===== config.mk =====
export PLATFORM = sky130hd
export DESIGN_NAME = usart_receive_control
export DESIGN_NICKNAME = d
export VERILOG_FILES = /design/src/include/usart_rx_pkg.sv /design/src/logic/usart_rx_chan.sv /design/src/logic/usart_receive_control.sv
export VERILOG_INCLUDE_DIRS = /design/src /design/src/include
export SDC_FILE = /design/constraint.sdc
export NUM_CORES = 1
export LEC_CHECK = 0
export BUFFER_PORTS_ARGS = -buffer_cell sky130_fd_sc_hd__clkbuf_2
export CAP_MARGIN = 20
export CORE_MARGIN = 3
export CORE_UTILIZATION = 45
export CTS_CLUSTER_SIZE = 24
export DETAILED_ROUTE_END_ITERATION = 10
export GPL_ROUTABILITY_DRIVEN = 0
export PLACE_DENSITY = 0.8
export SLEW_MARGIN = 10
export SYNTH_ARGS = -nofsm -noshare
export SYNTH_HDL_FRONTEND = slang
export SYNTH_SLANG_ARGS = --single-unit

===== constraint.sdc =====
create_clock -name pclk -period 3.5 [get_ports pclk]
set_input_delay 0.525 -clock pclk [delete_from_list [all_inputs] [get_ports pclk]]
set_output_delay 0.525 -clock pclk [all_outputs]
set_load 0.005 [all_outputs]

===== src/include/usart_rx_regs.svh =====
`ifndef USART_RX_REGS_SVH
`define USART_RX_REGS_SVH

// ----------------------------------------------------------------
// register indices and byte addresses
// ----------------------------------------------------------------
`define RECEIVE_STATUS_CONTROL_INDEX      12'h013
`define TXSTA_INDEX      12'h015
`define BANK4_BASE       12'h400
`define IRQ_STAT_ADDR    12'h800
`define IRQ_MASK_ADDR    12'h804

// ----------------------------------------------------------------
// receive status and control fields
// ----------------------------------------------------------------
`define RC_PORT_ON       7
`define RC_NINE_SEL      6
`define RC_SINGLE_EN     5
`define RC_CONT_EN       4
`define RC_FRAME_ERR     2
`define RC_OVERRUN       1
`define RC_NINTH_BIT     0
`define RC_WR_MASK       8'h00_F0
`define RC_RESET         8'h00_00

// ----------------------------------------------------------------
// transmit control fields
// ----------------------------------------------------------------
`define TX_CLK_SRC       7
`define TX_NINE_SEL      6
`define TX_ENABLE        5
`define TX_SYNC_MODE     4
`define TX_SHIFT_EMPTY   1
`define TX_NINTH_BIT     0
`define TX_WR_MASK       8'h00_F1
`define TX_RESET         8'h00_00

// ----------------------------------------------------------------
// interrupt status bit positions, per channel at 4*channel
// ----------------------------------------------------------------
`define IRQ_BYTE_DONE    0
`define IRQ_FRAME_ERR    1
`define IRQ_OVERRUN      2
`define IRQ_CH_STRIDE    4
`define IRQ_IMPL_MASK    8'h00_77

`endif


===== src/include/usart_rx_pkg.sv =====
package usart_rx_pkg;

  // event from the receive datapath, one cycle pulse in byte_done
  typedef struct packed {
    logic byte_done;
    logic ninth_bit;
    logic frame_err;
    logic overrun;
  } rx_event_t;

  // pin ownership, direction and mode seen by the datapath
  typedef struct packed {
    logic port_own;
    logic clk_pin_oe;
    logic data_pin_oe;
    logic rx_active;
    logic tx_active;
    logic sync_mode;
    logic nine_bit;
  } pin_ctl_t;

  typedef enum logic [2:0] {
    SEL_NONE  = 3'b000,
    SEL_RC0   = 3'b001,
    SEL_TX0   = 3'b010,
    SEL_RC1   = 3'b011,
    SEL_TX1   = 3'b100,
    SEL_ISTAT = 3'b101,
    SEL_IMASK = 3'b110
  } reg_sel_t;

endpackage


===== src/logic/usart_rx_chan.sv =====
`timescale 1ns/100ps
`include "usart_rx_regs.svh"

module usart_rx_chan
  import usart_rx_pkg::*;
(
  input  wire logic       pclk,
  input  wire logic       presetn,
  input  wire logic       receive_status_control_we,
  input  wire logic       txsta_we,
  input  wire logic [7:0] wdata,
  input  wire rx_event_t  rx_ev,
  input  wire logic       shift_empty,
  output logic [7:0]      receive_status_control_q,
  output logic [7:0]      txsta_q,
  output pin_ctl_t        pins_r
);

  logic [7:0] receive_status_control_r;
  logic [7:0] receive_status_control_nxt;
  logic [7:0] txsta_r;
  logic [7:0] txsta_nxt;
  pin_ctl_t   pins_nxt;
  logic       sync_rx;
  logic       rx_on;

  // ----------------------------------------------------------------
  // register next state
  // ----------------------------------------------------------------
  always_comb begin
    receive_status_control_nxt = receive_status_control_r;
    txsta_nxt = txsta_r;
    if (txsta_we) begin
      txsta_nxt = (wdata & `TX_WR_MASK) | (txsta_r & ~`TX_WR_MASK);
    end
    if (receive_status_control_we) begin
      receive_status_control_nxt = (wdata & `RC_WR_MASK) | (receive_status_control_r & ~`RC_WR_MASK);
      if (!wdata[`RC_CONT_EN]) begin
        receive_status_control_nxt[`RC_OVERRUN] = 1'b0;
      end
    end
    if (rx_ev.byte_done) begin
      receive_status_control_nxt[`RC_FRAME_ERR] = rx_ev.frame_err;
      if (receive_status_control_r[`RC_NINE_SEL]) begin
        receive_status_control_nxt[`RC_NINTH_BIT] = rx_ev.ninth_bit;
      end
      // single receive ends after one byte in synchronous master mode
      if (txsta_r[`TX_SYNC_MODE] && txsta_r[`TX_CLK_SRC]) begin
        receive_status_control_nxt[`RC_SINGLE_EN] = 1'b0;
      end
    end
    if (rx_ev.overrun) begin
      receive_status_control_nxt[`RC_OVERRUN] = 1'b1;
    end
  end

  // ----------------------------------------------------------------
  // pin ownership and direction
  // ----------------------------------------------------------------
  always_comb begin
    // single receive is ignored as a slave; continuous overrides it
    sync_rx = receive_status_control_r[`RC_CONT_EN] |
              (receive_status_control_r[`RC_SINGLE_EN] & txsta_r[`TX_CLK_SRC]);
    rx_on   = txsta_r[`TX_SYNC_MODE] ? sync_rx
                                     : receive_status_control_r[`RC_CONT_EN];
    pins_nxt.port_own    = receive_status_control_r[`RC_PORT_ON];
    pins_nxt.sync_mode   = txsta_r[`TX_SYNC_MODE];
    pins_nxt.nine_bit    = receive_status_control_r[`RC_NINE_SEL];
    pins_nxt.rx_active   = receive_status_control_r[`RC_PORT_ON] & rx_on;
    pins_nxt.tx_active   = receive_status_control_r[`RC_PORT_ON] & txsta_r[`TX_ENABLE] &
                           ~(txsta_r[`TX_SYNC_MODE] & sync_rx);
    pins_nxt.clk_pin_oe  = receive_status_control_r[`RC_PORT_ON] &
                           (~txsta_r[`TX_SYNC_MODE] |
                            txsta_r[`TX_CLK_SRC]);
    pins_nxt.data_pin_oe = pins_nxt.tx_active &
                           txsta_r[`TX_SYNC_MODE];
  end

  always_ff @(posedge pclk or negedge presetn) begin
    if (!presetn) begin
      receive_status_control_r <= `RC_RESET;
      txsta_r <= `TX_RESET;
      pins_r  <= '0;
    end else begin
      receive_status_control_r <= receive_status_control_nxt;
      txsta_r <= txsta_nxt;
      pins_r  <= pins_nxt;
    end
  end

  always_comb begin
    receive_status_control_q = receive_status_control_r;
    txsta_q = txsta_r;
    txsta_q[`TX_SHIFT_EMPTY] = shift_empty;
    txsta_q[3:2] = 2'b00;
  end

endmodule


===== src/logic/usart_receive_control.sv =====
// Chosen here: register access over APB.
`timescale 1ns/100ps
`include "usart_rx_regs.svh"


module usart_receive_control
  import usart_rx_pkg::*;
(
  input  wire logic             pclk,
  input  wire logic             presetn,
  input  wire logic             psel,
  input  wire logic             penable,
  input  wire logic             pwrite,
  input  wire logic [11:0]      paddr,
  input  wire logic [31:0]      pwdata,
  output logic      [31:0]      prdata,
  output logic                  pready,
  output logic                  pslverr,
  input  wire rx_event_t [1:0]  rx_ev,
  input  wire logic [1:0]       shift_empty,
  output pin_ctl_t [1:0]        pins,
  output logic                  irq
);

  // ----------------------------------------------------------------
  // address decode
  // ----------------------------------------------------------------
  // byte address of a word-sized register from its index
  function automatic logic [11:0] index_addr(input logic [11:0] idx);
    return {idx[9:0], 2'b00};
  endfunction

  function automatic reg_sel_t decode(input logic [11:0] a);
    reg_sel_t s;
    s = SEL_NONE;
    if (a == index_addr(`RECEIVE_STATUS_CONTROL_INDEX)) begin
      s = SEL_RC0;
    end else if (a == index_addr(`TXSTA_INDEX)) begin
      s = SEL_TX0;
    end else if (a == (`BANK4_BASE | index_addr(`RECEIVE_STATUS_CONTROL_INDEX))) begin
      s = SEL_RC1;
    end else if (a == (`BANK4_BASE | index_addr(`TXSTA_INDEX))) begin
      s = SEL_TX1;
    end else if (a == `IRQ_STAT_ADDR) begin
      s = SEL_ISTAT;
    end else if (a == `IRQ_MASK_ADDR) begin
      s = SEL_IMASK;
    end
    return s;
  endfunction

  reg_sel_t    sel;
  logic        wr_go;
  logic [7:0]  wbyte;
  logic [1:0]  rc_we;
  logic [1:0]  tx_we;
  logic [7:0]  rc_q [2];
  logic [7:0]  tx_q [2];

  always_comb begin
    sel   = decode(paddr);
    wr_go = psel & penable & pready & pwrite & ~pslverr;
    wbyte = pwdata[7:0];
    rc_we = {wr_go & (sel == SEL_RC1), wr_go & (sel == SEL_RC0)};
    tx_we = {wr_go & (sel == SEL_TX1), wr_go & (sel == SEL_TX0)};
  end

  // ----------------------------------------------------------------
  // the two channels
  // ----------------------------------------------------------------
  for (genvar i = 0; i < 2; i++) begin : g_ch
    usart_rx_chan u_chan (
      .pclk        (pclk),
      .presetn     (presetn),
      .receive_status_control_we    (rc_we[i]),
      .txsta_we    (tx_we[i]),
      .wdata       (wbyte),
      .rx_ev       (rx_ev[i]),
      .shift_empty (shift_empty[i]),
      .receive_status_control_q     (rc_q[i]),
      .txsta_q     (tx_q[i]),
      .pins_r      (pins[i])
    );
  end

  // ----------------------------------------------------------------
  // interrupt status and mask
  // ----------------------------------------------------------------
  logic [7:0] istat_r;
  logic [7:0] istat_nxt;
  logic [7:0] imask_r;
  logic [7:0] imask_nxt;
  logic       irq_nxt;
  logic [7:0] ev_set;

  always_comb begin
    ev_set = '0;
    for (int i = 0; i < 2; i++) begin
      ev_set[i*`IRQ_CH_STRIDE + `IRQ_BYTE_DONE] = rx_ev[i].byte_done;
      ev_set[i*`IRQ_CH_STRIDE + `IRQ_FRAME_ERR] = rx_ev[i].byte_done &
                                                  rx_ev[i].frame_err;
      ev_set[i*`IRQ_CH_STRIDE + `IRQ_OVERRUN]   = rx_ev[i].overrun;
    end
    istat_nxt = istat_r;
    imask_nxt = imask_r;
    if (wr_go && sel == SEL_ISTAT) begin
      istat_nxt = istat_r & ~wbyte;
    end
    if (wr_go && sel == SEL_IMASK) begin
      imask_nxt = wbyte & `IRQ_IMPL_MASK;
    end
    // a new event wins over a clear in the same cycle
    istat_nxt = istat_nxt | ev_set;
    irq_nxt   = |(istat_nxt & imask_nxt);
  end

  always_ff @(posedge pclk or negedge presetn) begin
    if (!presetn) begin
      istat_r <= 8'h00_00;
      imask_r <= 8'h00_00;
      irq     <= 1'b0;
    end else begin
      istat_r <= istat_nxt;
      imask_r <= imask_nxt;
      irq     <= irq_nxt;
    end
  end

  // ----------------------------------------------------------------
  // apb answer: no wait state, data captured in the setup cycle
  // ----------------------------------------------------------------
  logic [31:0] prdata_nxt;
  logic        pready_nxt;
  logic        pslverr_nxt;

  always_comb begin
    prdata_nxt  = prdata;
    pready_nxt  = psel & ~penable;
    pslverr_nxt = 1'b0;
    if (psel && !penable) begin
      prdata_nxt  = 32'h0000_0000;
      pslverr_nxt = (sel == SEL_NONE);
      if (!pwrite) begin
        case (sel)
          SEL_RC0:   prdata_nxt[7:0] = rc_q[0];
          SEL_TX0:   prdata_nxt[7:0] = tx_q[0];
          SEL_RC1:   prdata_nxt[7:0] = rc_q[1];
          SEL_TX1:   prdata_nxt[7:0] = tx_q[1];
          SEL_ISTAT: prdata_nxt[7:0] = istat_r;
          SEL_IMASK: prdata_nxt[7:0] = imask_r;
          default:   prdata_nxt[7:0] = 8'h00_00;
        endcase
      end
    end
  end

  always_ff @(posedge pclk or negedge presetn) begin
    if (!presetn) begin
      prdata  <= 32'h0000_0000;
      pready  <= 1'b0;
      pslverr <= 1'b0;
    end else begin
      prdata  <= prdata_nxt;
      pready  <= pready_nxt;
      pslverr <= pslverr_nxt;
    end
  end

endmodule


* After elaboration in Yosys (flattened, before gate mapping)
Index checks and enable logic that the tools add are counted. Widths: inputs -> output; s select.
Storage, ports and cells: bits in registers 73, bits of input ports 59, logic and storage cells 126
Cells by class: equality and inequality tests 12, mux-type cells 29, bitwise gates (word level) 43, reductions and logical operators 12
Operator list (number):
- $pmux 8 s6 | 1
- $or 8x4->8 | 4
- $and 1x1->1 | 25
- $eq 12x11->1 const B | 2
- $eq 12x12->1 const B | 2
- $eq 12x7->1 const B | 2
- $mux 8 | 3
- $mux 3 | 6
- $mux 1 | 17
- $and 8x8->8 | 2
- $mux 6 | 2
- $eq 3x3->1 const B | 3
- $not 8->8 | 1
- $or 8x7->8 | 1
- $reduce_bool 2->1 | 4
- $reduce_or 8->1 | 1
- $eq 3x2->1 const B | 2
- $not 1->1 | 6
- $logic_and 1x1->1 | 5
- $or 1x1->1 | 4
- $eq 3x1->1 const B | 1
- $logic_not 3->1 | 1
- $logic_not 1->1 | 1

* Depth between registers and ports, before layout
word-level depth 13, depth in mapped cells 8

* Hierarchy
Synthesis repeated with hierarchy kept, for this count alone.
Second synthesis, totals: cell total of the unflattened synthesis 297, area total of the unflattened synthesis 3263.1 um^2
By module, submodules not included:
- usart_receive_control | times used 1, cells each 193, area each 1814.2 um^2, sequential area each 675.6 um^2
- usart_rx_chan | times used 2, cells each 52, area each 724.4 um^2, sequential area each 475.5 um^2

* Worst setup path after synthesis
Ideal clock, no wire load.
kind in2reg, from in paddr[10], to reg irq, library setup time 0.135 ns, arrival time 2.095 ns, path slack 1.269 ns, stages on the path 7, buffers on the path 1, cells stage by stage buf_6 -> nor4b_4 -> nand2_1 -> nor3_4 -> mux2_2 -> a222oi_1 -> nand4_1
RTL lines:
- start, declared | line usart_receive_control.sv:14 | input wire logic [11:0] paddr,
- $eq 12x12->1 (no source line)
- $mux 3 | line usart_receive_control.sv:46 | end else if (a == `IRQ_MASK_ADDR) begin
- $mux 3 | line usart_receive_control.sv:44 | end else if (a == `IRQ_STAT_ADDR) begin
- $mux 3 | line usart_receive_control.sv:42 | end else if (a == (`BANK4_BASE | index_addr(`TXSTA_INDEX))) begin
- $mux 3 | line usart_receive_control.sv:40 | end else if (a == (`BANK4_BASE | index_addr(`RECEIVE_STATUS_CONTROL_INDEX))) begin
- $mux 3 | line usart_receive_control.sv:38 | end else if (a == index_addr(`TXSTA_INDEX)) begin
- $mux 3 * | line usart_receive_control.sv:36 | if (a == index_addr(`RECEIVE_STATUS_CONTROL_INDEX)) begin
- $eq 3x3->1 * | line usart_receive_control.sv:109 | if (wr_go && sel == SEL_IMASK) begin
- $logic_and 1x1->1 * | line usart_receive_control.sv:109
- $mux 8 * | line usart_receive_control.sv:109
- via imask_nxt[5] | line usart_receive_control.sv:92 | logic [7:0] imask_nxt;
- $and 8x8->8 * | line usart_receive_control.sv:114 | irq_nxt = |(istat_nxt & imask_nxt);
- $reduce_or 8->1 * | line usart_receive_control.sv:114
- via irq_nxt | line usart_receive_control.sv:93 | logic irq_nxt;
- end signal, assigned | line usart_receive_control.sv:125 | irq <= irq_nxt;
- end, declared | line usart_receive_control.sv:22 | output logic irq
Mark *: on every way through the listed nets, which the timed path passes. The rest lies on a longest branch. A chain may end at the register's enable or synchronous reset.

* Final worst setup path
from reg pslverr, to reg irq
RTL lines:
- start, declared | line usart_receive_control.sv:18 | output logic pslverr,
- start signal, assigned | line usart_receive_control.sv:165 | pslverr <= pslverr_nxt;
- $not 1->1 | line usart_receive_control.sv:62 | wr_go = psel & penable & pready & pwrite & ~pslverr;
- $and 1x1->1 | line usart_receive_control.sv:62
- $logic_and 1x1->1 | line usart_receive_control.sv:109
- $mux 8 | line usart_receive_control.sv:109
- via imask_nxt[5] | line usart_receive_control.sv:92
- $and 8x8->8 | line usart_receive_control.sv:114
- $reduce_or 8->1 | line usart_receive_control.sv:114
- via irq_nxt | line usart_receive_control.sv:93
The timed path passes the listed nets, and every way through them passes these cells.

==> implementation parameters <==
Parameter                              Value

Outcome
  Outcome ... finished clean

Job
  Number of max-cap violations ... 0

Synthesis
  Synth async-reset ratio ... 100%
  Synthesized instance count ... 252
  Mapped Area ... 3060 µm²
  Avg Cell Area, Syn ... 12.1 µm²
  Register bit total from synthesis ... 65
  Primary FF master, synth ... sky130_fd_sc_hd__dfrtp_1
  Number of enable flip-flop cells after synthesis ... 0
  Sequential area share after synthesis ... between 50% and 60%
  Yosys warning count ... 0
  Yosys cell types ... 44

Global routing
  Met2 global-route usage ... 25.1%
  Wire length of the first global-routing pass ... 10300 µm
  Number of antenna violations at the first check in global routing ... 0
  Number of global-route vias before repair ... just over 2000
  Met1 layer usage reported by global route ... 25.4%
  Total GRT Usage ... ~18%
  Overall overflow remaining after global route ... 0
  Pin count of the biggest net entering global routing ... 66
  Most used routing layer ... met1
  Met3 global-route usage ... around 4.4%

Cells and area
  Number of diodes ... 0
  Final Net Count ... 376
  Top library cells by usage in the layout, fill and taps aside ... sky130_fd_sc_hd__dfrtp_1, sky130_fd_sc_hd__clkbuf_2, sky130_fd_sc_hd__mux2_2, sky130_fd_sc_hd__conb_1, sky130_fd_sc_hd__nand2_1
  Ratio of cells with drive above 1 in the final layout ... 36.6%
  Post-route cell area ... 3580 µm²
  Layout-stage area growth over the synthesis result ... 17.1%
  Most common cell after layout, fill and taps aside ... sky130_fd_sc_hd__dfrtp_1

Die
  Die width ... between 80 and 90 µm
  Die Height ... 88.4 µm
  Initial cell density of the core ... 47.3%
  FP Rows ... 29
  Core footprint ... 6460 µm²
  I/O pins ... 108
  Floorplan die area ... 7820 µm²

Clock tree
  Clock latency on the worst-skew pair ... 0.34 ns
  H-tree levels ... 3
  Total of hold buffers inserted after clock tree synthesis ... 0
  Maximum root-to-sink buffer count ... 2
  Buffers inserted during post-CTS setup optimization ... 0
  Number of cells upsized or downsized after cts ... 0
  Register clock-pin slew on the reported worst setup and hold paths ... 0.08 ns
  TritonCTS buffer count ... 9
  CTS tree ... done
  Clk sinks ... 65
  CTS root buf ... sky130_fd_sc_hd__clkbuf_8

Pwr
  Power per standard cell area ... 447 nW/µm²
  Maximum VDD drop ... 0.000232 V
  Leakage ... 0.00177 µW

STA
  RSZ-0062 raised after global routing ... no
  Portion of the clock cycle consumed by the worst path in the final layout ... 65.3%
  Worst Tran Pin Value ... between 0.7 and 0.8 ns
  Count of pins over their slew limit ... 0
  Setup Viol. Count Final ... 0
  Crit path time final ... 2.29 ns
  Final count of hold timing violations ... 0
  Worst Skew ... roughly 0.01 ns
  Highest clock frequency the design can meet ... around 0.44 GHz
  Total negative setup slack ... 0 ns
  Slew margin rel. ... 47.4%

Setup path
  Slack of the worst reg-to-reg path ... 1.21 ns
  Arrival time of data at the critical path endpoint ... 2.49 ns
  Family with the most delay on the worst path ... simple AND/OR/NAND/NOR gates
  Critical path data required time ... 3.71 ns
  Type of the setup path with the least slack ... reg2reg
  CP startpoint kind ... flop
  Maximum fanout encountered on the critical timing path ... 6
  Buf/Inv on CP ... 0
  Type of element capturing the critical path ... flop
  Slowest library cell on the worst path ... sky130_fd_sc_hd__nor3_4
  Critical Path Max Stage Delay ... 0.40 ns
  Worst-path cell chain ... and4b_1 > nand2_1 > nor3_4 > mux2_2 > a222oi_1 > nand4_1

Min path
  Worst hold-check path type ... in2async

Route
  Total length of routed wires ... approximately 6400 µm
  Via count normalized by instance count ... between 5 and 6
  WL/cell ... 15.9 µm
  Remaining antenna violation count ... 0
  First-pass detailed-route iteration total ... 5
  # DRC ... 0
  Via total after detailed routing ... 2115
  Iteration-0 DRC count of the detailed router ... between 200 and 250

Placement
  Final HPWL from detailed placement ... ~4600 µm
  PortBufs ... 59
  DP Area ... 3340 µm²
[flip-flops by register name, summed over array words and instances (netlist names)]
register,cells
pslverr,1
g_ch.u_chan.txsta_r,10
g_ch.u_chan.receive_status_control_q,14
pready,1
prdata,8
imask_r,8
istat_r,8
irq,1
g_ch.u_chan.pins_r,14
[path summary, 6_finish.rpt]
path                                                                              from                                              endpoint  cells past startpoint
worst max register to register                                       pslverr$_DFF_PN0_                                         irq$_DFF_PN0_                      6
max in group asynchronous                                                      presetn  g_ch[1].u_chan.receive_status_control_q[5]$_DFF_PN0_                      2
worst min register to register  g_ch[1].u_chan.receive_status_control_q[6]$_DFFE_PN0P_                    g_ch[1].u_chan.pins_r[0]$_DFF_PN0_                      0
min in group pclk                                                            pwdata[2]                                  istat_r[2]$_DFF_PN0_                      2
worst min-delay path                                                           presetn                    g_ch[0].u_chan.pins_r[1]$_DFF_PN0_                      2
worst max-delay path                                                 pslverr$_DFF_PN0_                                         irq$_DFF_PN0_                      6
[synthesized netlist by cell type, types with 4 or more instances]
cell type / number / area [µm²]
sky130_fd_sc_hd__a21boi_0: 6 / 45.0
sky130_fd_sc_hd__a21o_1: 5 / 37.5
sky130_fd_sc_hd__a21oi_1: 4 / 20.0
sky130_fd_sc_hd__a22o_1: 8 / 70.1
sky130_fd_sc_hd__a22oi_1: 10 / 75.1
sky130_fd_sc_hd__a31oi_1: 6 / 37.5
sky130_fd_sc_hd__and2_1: 4 / 25.0
sky130_fd_sc_hd__buf_4: 25 / 188
sky130_fd_sc_hd__dfrtp_1: 65 / 1630
sky130_fd_sc_hd__inv_1: 5 / 18.8
sky130_fd_sc_hd__mux2_2: 29 / 327
sky130_fd_sc_hd__mux2i_1: 9 / 90.1
sky130_fd_sc_hd__nand2_1: 21 / 78.8
sky130_fd_sc_hd__nand3_1: 4 / 20.0
sky130_fd_sc_hd__nor2_1: 5 / 18.8
sky130_fd_sc_hd__o211ai_1: 6 / 45.0
sky130_fd_sc_hd__o21ai_0: 4 / 20.0
[stage by stage]
step	setup slack [ns]	cells	power [µW]	utilization (%)	hold WS, ns
global placement	1.02	383	848	51.7	0.418
global route	1.12	399	1670	55.4	0.394
finish	1.21	399	1600	55.4	0.351
CTS	1.23	399	1610	55.4	0.367
detailed placement	0.986	383	849	51.7	0.436
floorplan	1.27	275	818	-	0.229
[area by class of cell]
cell class | count | area (µm²)
multi-input cells | 174 | 1280
clock buffers | 9 | 124
repair buffers | 62 | 318
fillers | 546 | 2880
flip-flops and latches | 65 | 1630
well taps | 77 | 96.3
inverters | 5 | 18.8
clock inverters | 7 | 119
[kinds of logic (layout without fill, tap and decap cells)]
| group | after synthesis | count (layout) | synth area share (%) |
|---|---|---|---|
| flops | 65 | 65 | 53.2 |
| mux | 38 | 38 | 13.6 |
| simple gates | 59 | 59 | 12.6 |
| buf+inv | 36 | 83 | 7.86 |
| other cells | 1 | 24 | 0.123 |
| compound gates | 53 | 53 | 12.6 |
[report_power, final]
| part | internal [µW] | total (µW) | switching, µW |
|---|---|---|---|
| logic | 26.3 | 78.3 | 51.9 |
| clock network | 472 | 766 | 293 |
| registers | 754 | 756 | 1.73 |
[routing by layer]
layer	wire length [µm]	part of all wire, %	up-vias
li1	-	-	1004
met1	3010	47	1034
met2	2930	46	67
met3	332	5.2	10
met4	92	1.4	0
met5	0	0	-
Power figures use the tool's default switching activity.
